<file path="src/rtl/plane_regs_pkg.sv">
// Constants, field layouts and carriers for the plane surface register bank.
// Assumes a single 20 MHz clock domain shared with the pipe timing strobes.
// How it works
// - Linear offset is the byte offset when linear; ignored when tiled.
// - Linear offset pending value goes active on vertical sync only.
// - First pixel address is surface base plus linear offset.
// - Writing surface base arms stride and base update at next vblank.
// - Key value holds red, green and blue bytes; top byte reserved.
// - Key registers act on pixels only while keying is enabled.
// - Key mask has same layout; zero mask bit ignores mismatch.
// - Flip source bit routes flip done to main or blitter streamer.
// - Tiled offset holds twelve bit y lines and x pixels.
// - Linear surfaces ignore tiled offset and pan by linear offset.
// - Tiled offset pending value goes active on vertical blank only.
// - Under rotation tiled x and y mark the lower right corner.
// - Live register reads the base address actually in use.
// - Plane B set updates at pipe vblank after trigger, else immediate.
// - Plane B start write triggers async flip and loads base.
// - Offsets accept software writes and command stream register loads.
// - Tiled control bit selects linear or tiled offset register.
// - Source key enable turns keying on for the plane.
package plane_regs_pkg;
  // ==========================================================
  // Register offsets
  localparam logic [19:0] OFS_A_LINEAR_OFFSET = 20'h70184;
  localparam logic [19:0] OFS_A_STRIDE = 20'h70188;
  localparam logic [19:0] OFS_A_KEY_VALUE = 20'h70194;
  localparam logic [19:0] OFS_A_KEY_MASK = 20'h70198;
  localparam logic [19:0] OFS_A_SURFACE_BASE = 20'h7019c;
  localparam logic [19:0] OFS_A_TILED_XY_OFFSET = 20'h701a4;
  localparam logic [19:0] OFS_A_LIVE_SURFACE_BASE = 20'h701ac;
  localparam logic [19:0] OFS_B_ASYNC_FLIP_START = 20'h7117c;
  // ==========================================================
  // Writable bit masks and field positions
  localparam logic [31:0] MASK_STRIDE = 32'hffffffc0;
  localparam logic [31:0] MASK_KEY = 32'h00ffffff;
  localparam logic [31:0] MASK_SURFACE = 32'hfffff008;
  localparam logic [31:0] MASK_TILED_XY = 32'h0fff0fff;
  localparam logic [31:0] MASK_B_START = 32'hfffff000;
  localparam int FLIP_SOURCE_BIT = 3;
  localparam int TILE_Y_LSB = 16;
  localparam int TILE_X_LSB = 0;
  localparam int TILE_FIELD_W = 12;
  localparam int KEY_CHAN_W = 8;
  localparam logic [31:0] RESET_WORD = 32'h00000000;
  // ==========================================================
  // Carriers
  typedef struct packed {
    logic wr;
    logic rd;
    logic [19:0] addr;
    logic [31:0] wdata;
  } reg_req_t;

  typedef struct packed {
    logic [11:0] y;
    logic [11:0] x;
  } tile_pos_t;
endpackage

</file>
<file path="src/rtl/color_key_match.sv">
// Per-pixel colour key comparator for the primary plane.
// Assumes key and mask come from the active register set of the bank.
module color_key_match
  import plane_regs_pkg::*;
(
  input wire logic sys_clk_i,
  input wire logic rst_n_i,
  input wire logic key_enable_i,
  input wire logic [23:0] pixel_i,
  input wire logic [31:0] key_value_i,
  input wire logic [31:0] key_mask_i,
  output logic key_match_o
);
  typedef struct packed {
    logic match;
  } km_state_t;

  km_state_t s, next_s;
  logic [2:0] chan_ok;

  // ==========================================================
  // Comparison
  // Masked channel compare.
  always_comb begin
    for (int c = 0; c < 3; c++) begin
      chan_ok[c] = ~|((pixel_i[c*KEY_CHAN_W +: KEY_CHAN_W] ^ key_value_i[c*KEY_CHAN_W +: KEY_CHAN_W])
                     & key_mask_i[c*KEY_CHAN_W +: KEY_CHAN_W]);
    end
    next_s = s;
    next_s.match = key_enable_i & (&chan_ok);
  end

  always_ff @(posedge sys_clk_i or negedge rst_n_i) begin
    if (!rst_n_i) begin
      s <= '0;
    end else begin
      s <= next_s;
    end
  end

  assign key_match_o = s.match;
endmodule

</file>
<file path="src/rtl/plane_surface_regs.sv">
// Double-buffered surface address, stride, panning and colour key registers.
// Assumes vsync, vblank and flip done pulses are synchronous to sys_clk_i.
module plane_surface_regs
  import plane_regs_pkg::*;
(
  input wire logic sys_clk_i,
  input wire logic rst_n_i,
  input wire reg_req_t mmio_req_i,
  input wire reg_req_t cs_req_i,
  output logic cs_ready_o,
  output logic [31:0] reg_rdata_o,
  output logic reg_rvalid_o,
  input wire logic vsync_a_i,
  input wire logic vblank_a_i,
  input wire logic vblank_b_i,
  input wire logic pipe_b_enabled_i,
  input wire logic plane_b_enable_i,
  input wire logic tiled_surface_i,
  input wire logic rotate_180_i,
  input wire logic key_enable_i,
  input wire logic flip_done_i,
  input wire logic [23:0] pixel_i,
  output logic [31:0] surface_base_o,
  output logic [31:0] first_pixel_addr_o,
  output logic [31:0] stride_o,
  output tile_pos_t tile_pos_o,
  output logic tile_pos_lower_right_o,
  output logic flip_done_main_o,
  output logic flip_done_blitter_o,
  output logic [31:0] plane_b_base_o,
  output logic plane_b_async_flip_o,
  output logic key_match_o
);
  typedef struct packed {
    logic [31:0] a_lin_pend;
    logic [31:0] a_lin;
    logic [31:0] a_stride_pend;
    logic [31:0] a_stride;
    logic [31:0] a_base_pend;
    logic [31:0] a_base;
    logic a_arm;
    logic [31:0] a_keyval_pend;
    logic [31:0] a_keyval;
    logic [31:0] a_keymsk_pend;
    logic [31:0] a_keymsk;
    logic [31:0] a_tile_pend;
    logic [31:0] a_tile;
    logic [31:0] first_addr;
    logic [31:0] b_start_pend;
    logic [31:0] b_base;
    logic b_arm;
    logic b_en_q;
    logic b_flip;
    logic flip_main;
    logic flip_blit;
    logic [31:0] rdata;
    logic rvalid;
  } state_t;

  state_t s, next_s;
  reg_req_t req;

  // ==========================================================
  // Helpers
  function automatic logic hit(input reg_req_t r, input logic [19:0] ofs);
    return r.wr && (r.addr == ofs);
  endfunction

  function automatic logic [31:0] first_addr(input logic tiled, input logic [31:0] base, input logic [31:0] lin);
    logic [31:0] b;
    b = {base[31:12], 12'h000};
    return tiled ? b : b + lin;
  endfunction

  // ==========================================================
  // Request arbitration
  // Software writes win; stream loads wait.
  assign cs_ready_o = !mmio_req_i.wr && !mmio_req_i.rd;
  always_comb begin
    req = mmio_req_i;
    if (!mmio_req_i.wr && !mmio_req_i.rd && cs_req_i.wr) begin
      req = cs_req_i;
      req.rd = 1'b0;
    end
  end

  // ==========================================================
  // Next state
  always_comb begin
    next_s = s;
    next_s.b_flip = 1'b0;
    next_s.flip_main = 1'b0;
    next_s.flip_blit = 1'b0;
    next_s.rvalid = 1'b0;
    next_s.b_en_q = plane_b_enable_i;
    if (vsync_a_i) begin
      next_s.a_lin = s.a_lin_pend;
    end
    if (hit(req, OFS_A_LINEAR_OFFSET)) begin
      next_s.a_lin_pend = req.wdata;
    end
    if (vblank_a_i) begin
      next_s.a_tile = s.a_tile_pend;
      next_s.a_keyval = s.a_keyval_pend;
      next_s.a_keymsk = s.a_keymsk_pend;
    end
    if (hit(req, OFS_A_TILED_XY_OFFSET)) begin
      next_s.a_tile_pend = req.wdata & MASK_TILED_XY;
    end
    if (hit(req, OFS_A_KEY_VALUE)) begin
      next_s.a_keyval_pend = req.wdata & MASK_KEY;
    end
    if (hit(req, OFS_A_KEY_MASK)) begin
      next_s.a_keymsk_pend = req.wdata & MASK_KEY;
    end
    if (hit(req, OFS_A_STRIDE)) begin
      next_s.a_stride_pend = req.wdata & MASK_STRIDE;
    end
    if (vblank_a_i && s.a_arm) begin
      next_s.a_base = s.a_base_pend;
      next_s.a_stride = s.a_stride_pend;
      next_s.a_arm = 1'b0;
    end
    if (hit(req, OFS_A_SURFACE_BASE)) begin
      next_s.a_base_pend = req.wdata & MASK_SURFACE;
      next_s.a_arm = 1'b1;
    end
    next_s.first_addr = first_addr(tiled_surface_i, next_s.a_base, next_s.a_lin);
    if (flip_done_i) begin
      next_s.flip_main = !s.a_base[FLIP_SOURCE_BIT];
      next_s.flip_blit = s.a_base[FLIP_SOURCE_BIT];
    end
    if (plane_b_enable_i && !s.b_en_q) begin
      next_s.b_arm = 1'b1;
    end
    if (s.b_arm && (vblank_b_i || !pipe_b_enabled_i)) begin
      next_s.b_base = s.b_start_pend;
      next_s.b_arm = 1'b0;
    end
    if (hit(req, OFS_B_ASYNC_FLIP_START)) begin
      next_s.b_start_pend = req.wdata & MASK_B_START;
      next_s.b_flip = 1'b1;
      if (!pipe_b_enabled_i) begin
        next_s.b_base = req.wdata & MASK_B_START;
        next_s.b_arm = 1'b0;
      end else begin
        next_s.b_arm = 1'b1;
      end
    end
    // Read-back of pending values; the live offset reads the active base.
    if (req.rd) begin
      next_s.rvalid = 1'b1;
      unique case (req.addr)
        OFS_A_LINEAR_OFFSET: next_s.rdata = s.a_lin_pend;
        OFS_A_STRIDE: next_s.rdata = s.a_stride_pend;
        OFS_A_KEY_VALUE: next_s.rdata = s.a_keyval_pend;
        OFS_A_KEY_MASK: next_s.rdata = s.a_keymsk_pend;
        OFS_A_SURFACE_BASE: next_s.rdata = s.a_base_pend;
        OFS_A_TILED_XY_OFFSET: next_s.rdata = s.a_tile_pend;
        OFS_A_LIVE_SURFACE_BASE: next_s.rdata = s.a_base;
        OFS_B_ASYNC_FLIP_START: next_s.rdata = s.b_start_pend;
        default: next_s.rdata = RESET_WORD;
      endcase
    end
  end

  always_ff @(posedge sys_clk_i or negedge rst_n_i) begin
    if (!rst_n_i) begin
      s <= '0;
    end else begin
      s <= next_s;
    end
  end

  // ==========================================================
  // Outputs
  assign reg_rdata_o = s.rdata;
  assign reg_rvalid_o = s.rvalid;
  assign surface_base_o = s.a_base;
  assign first_pixel_addr_o = s.first_addr;
  assign stride_o = s.a_stride;
  // Twelve bit x and y fields.
  assign tile_pos_o.y = tiled_surface_i ? s.a_tile[TILE_Y_LSB +: TILE_FIELD_W] : 12'h000;
  assign tile_pos_o.x = tiled_surface_i ? s.a_tile[TILE_X_LSB +: TILE_FIELD_W] : 12'h000;
  assign tile_pos_lower_right_o = tiled_surface_i & rotate_180_i;
  assign flip_done_main_o = s.flip_main;
  assign flip_done_blitter_o = s.flip_blit;
  assign plane_b_base_o = s.b_base;
  assign plane_b_async_flip_o = s.b_flip;

  // ==========================================================
  // Colour key
  // Source key enable.
  color_key_match u_key (
    .sys_clk_i(sys_clk_i),
    .rst_n_i(rst_n_i),
    .key_enable_i(key_enable_i),
    .pixel_i(pixel_i),
    .key_value_i(s.a_keyval),
    .key_mask_i(s.a_keymsk),
    .key_match_o(key_match_o)
  );
endmodule

</file>
<file path="config.mk">
export PLATFORM = sky130hd
export DESIGN_NAME = plane_surface_regs
export DESIGN_NICKNAME = d
export VERILOG_FILES = /design/src/rtl/plane_regs_pkg.sv /design/src/rtl/color_key_match.sv /design/src/rtl/plane_surface_regs.sv
export SDC_FILE = /design/constraint.sdc
export NUM_CORES = 1
export LEC_CHECK = 0
export BUFFER_PORTS_ARGS = -buffer_cell sky130_fd_sc_hd__buf_2
export CORE_UTILIZATION = 35
export DETAILED_ROUTE_END_ITERATION = 8
export GPL_ROUTABILITY_DRIVEN = 0
export PLACE_DENSITY = 0.53
export SYNTH_ARGS = -nofsm -noshare
export SYNTH_HDL_FRONTEND = slang
export SYNTH_HIERARCHICAL = 1
export SYNTH_SLANG_ARGS = --single-unit
</file>
<file path="constraint.sdc">
create_clock -name sys_clk_i -period 8.95 [get_ports sys_clk_i]
set_clock_uncertainty 0.1 [all_clocks]
set_input_delay 1.3425 -clock sys_clk_i [delete_from_list [all_inputs] [get_ports sys_clk_i]]
set_output_delay 1.3425 -clock sys_clk_i [all_outputs]
set_load 0.02 [all_outputs]
</file>
==> run_results.csv <==
group,metric,value,unit
status,status,"completed",
sta,fin_crit_sh,57.87,%
global_route,grt_pass1_wl,88800,microns
die,num_io_pins,334,
worst_setup_path,cp_max_fo,37,
synthesis,async_reset_ff_share,100.0,%
worst_setup_path,cp_slowest_cell,"or3b_4",
power_and_ir_drop,p_per_area,184.8,mW/mm^2
worst_setup_path,critical_path_class,"in2reg",
global_route,grt_usage,21.24,%
global_route,first_global_vias,13090,
sta,min_period,5.179,ns
worst_setup_path,timing.rr.end,"first_pixel_addr_o[30]",
detailed_routing,first_iter_violations,1226,
worst_setup_path,critPathLaunchType,"input port",
cts,clk_latency,0.58,ns
cts,cts_buffer_depth,3,
worst_setup_path,rr_worst_depth,13,
cts,clock-root-buffer,"clkbuf_16",
synthesis,syn_avg_cell_area,11.04,sq um
final_layout,layout-drive-gt1-share,31.18,%
die,rows,86,
cts,clk_pin_slew_worst_paths,0.06,ns
min_path,hp-class,"reg2reg",
power_and_ir_drop,leakagePower,11.32,nW
worst_setup_path,slowest_delay,0.82,ns
sta,relSlewSlack,30.78,%
global_route,gr-total-overflow,0,
sta,fin_setup_tns,0,ns
cts,h-tree-depth,2,
worst_setup_path,path_depth,10,
place,dp_hpwl,42930,microns
worst_setup_path,rrSetupSlack,4.51,ns
detailed_routing,drt_first_pass_iters,6,
worst_setup_path,r2r_start,"s[326]",
detailed_routing,ant_nets,0,
die,die_area,0.05667,sq mm
sta,setup_viol,0,
synthesis,ys_warn_count,6,
detailed_routing,drc,0,
detailed_routing,wl,60530,microns
final_layout,layout_commonest_cell,"dfrtp_1",
worst_setup_path,cp-startpoint,"mmio_req_i[52]",
sta,fmax,193.1,MHz
min_path,hold_path_depth,1,
sta,hold_viol,0,
cts,cts_buffers,47,
synthesis,ys_dominant_reg_cell,"dfrtp_1",
worst_setup_path,critPathBufInv,3,
worst_setup_path,path_delay_family,"simple AND/OR/NAND/NOR gates",
place,io_buffers,315,
synthesis,synth.cell_area,0.01950,sq mm
cts,clock_sinks,426,
synthesis,synth_enable_flop_cells,0,
final_layout,final_cell_mix,"dfrtp_1, buf_2, nand2_1, o21ai_0, mux2_2",
die,coreArea,0.05509,sq mm
cts,cts_resized,0,
worst_setup_path,crit_path_end_kind,"register",
final_layout,final_nets,2075,
detailed_routing,wl_per_cell,22.46,microns
detailed_routing,avgViaCountPerCell,5.041,
die,dieHeight,238.0,microns
worst_setup_path,cp.required,9.27,ns
sta,hold-worst-slack,0.3942,ns
global_route,grt_max_degree,93,
final_layout,num-fill-cells,5371,
die,initial_core_util,35.40,%
worst_setup_path,cp_cell_sequence,"buf_2, or3b_4, mux2i_2, a21oi_1, and2_1, buf_4, or3_1, o41ai_4, buf_4, o22ai_1",
synthesis,ys_seq_area_share,54.66,%
sta,rsz0062_at_grt,"no",
power_and_ir_drop,peakVddDrop,0.1096,mV
synthesis,synth_seq_cells,426,
sta,drv_slew,0,
cts,holdBufCountCts,0,
flow_run,drv_cap,0,
global_route,antenna_found_initial,1,
worst_setup_path,cp-endpoint,"reg_rdata_o[6]",
worst_setup_path,crit_top_cell,"buf_4",
synthesis,syn_inst,1767,
cts,postCtsSetupBuffers,0,
final_layout,antenna_cells,0,
sta,worstMarginPinSlew,1.009,ns
final_layout,synthToLayoutAreaGrowth,14.40,%
die,die_w,238.0,microns
worst_setup_path,cp.arrival,5.50,ns
cts,tritoncts,"yes",
detailed_routing,via_count,13586,
synthesis,synth_cell_type_count,63,
cell type report:
| type | count | area [sq um] | share of cell area (%) |
|---|---|---|---|
| sequential | 426 | 10660 | 47.78 |
| multi-input combinational | 1061 | 7209 | 32.32 |
| timing repair buffer | 339 | 1769 | 7.930 |
| clock buffer | 62 | 1375 | 6.164 |
| tap | 748 | 935.9 | 4.195 |
| clock inverter | 21 | 216.5 | 0.9703 |
| inverter | 38 | 142.6 | 0.6394 |
worst reg2reg max path, delay by kind of cell, from the launching register on:
kind            cells  cell delay, ns
xor+xnor            1            0.11
mux                 1            0.45
fa+ha+maj           2            0.70
buf+inv             1            0.59
simple gates        1            0.06
compound gates      7            1.90
flops               1            0.41
per-stage QoR:
stage	util [%]	power [mW]	std cells	instance area [sq um]	setup WS, ns
floorplan	-	2.053	1783	19560	3.953
global placement	37.60	2.166	2612	20720	3.248
detailed placement	37.60	2.169	2612	20720	3.171
CTS	40.49	4.174	2695	22310	3.747
global route	40.49	4.271	2695	22310	3.531
finish	40.49	4.122	2695	22310	3.771
power by group:
group,internal [mW],switching [mW]
clock,1.19,0.802
combinational,0.0581,0.138
sequential,1.93,0.00264
total,3.18,0.942
routing by layer:
| layer | part of all wire (%) | track usage (%) | vias to the layer above |
|---|---|---|---|
| met5 | 0 | 0 | - |
| met4 | 2.0 | 5.614 | 0 |
| met3 | 7.0 | 4.396 | 61 |
| met2 | 42 | 30.03 | 430 |
| met1 | 49 | 32.59 | 6801 |
| li1 | - | - | 6294 |
sequential cells by signal (all words and copies together) (netlist names):
| signal | cells |
|---|---|
| stride_o | 26 |
| reg_rdata_o | 32 |
| s | 278 |
| u_key/key_match_o | 1 |
| plane_b_base_o | 32 |
| flip_done_main_o | 1 |
| surface_base_o | 21 |
| plane_b_async_flip_o | 1 |
| flip_done_blitter_o | 1 |
| first_pixel_addr_o | 32 |
| reg_rvalid_o | 1 |
worst min path at each step:
stage	from	to	slack [ns]
after floorplan	surface_base_o[3]	flip_done_main_o	0.35
after global placement	s[464]	s[464]	0.38
after detailed placement	s[456]	s[456]	0.38
after CTS	s[456]	s[456]	0.39
after global routing	s[455]	s[455]	0.40
final	s[455]	s[455]	0.39
Yosys cell counts, types with 7 or more instances:
cell type / instances / area share (%)
nor3_1: 7 / 0.18
dfrtp_1: 426 / 55
inv_1: 38 / 0.73
nor2_1: 11 / 0.21
nor2b_1: 16 / 0.51
mux2i_1: 35 / 1.8
ha_1: 18 / 1.2
and3_1: 31 / 0.99
o22ai_1: 34 / 1.1
xnor2_1: 9 / 0.40
and4_1: 8 / 0.36
a222oi_1: 34 / 1.7
mux2_2: 171 / 9.9
a22oi_1: 31 / 1.2
buf_4: 162 / 6.2
nand3_1: 7 / 0.18
nand2_1: 266 / 5.1
a21oi_1: 15 / 0.38
clkbuf_1: 88 / 1.7
xor2_1: 34 / 1.5
o21ai_0: 218 / 5.6
and2_1: 29 / 0.93
logic make-up (layout without fill, tap and decap cells):
group / Yosys count / in the layout / share of synthesized area, %
xor+xnor: 43 / 43 / 1.931
fa+ha+maj: 20 / 20 / 1.309
buf+inv: 296 / 460 / 8.937
compound gates: 369 / 369 / 11.68
other cells: 1 / 17 / 0.01923
flops: 426 / 426 / 54.66
mux: 207 / 207 / 11.74
simple gates: 405 / 405 / 9.714
No activity file was read; power rests on OpenSTA's default activity.
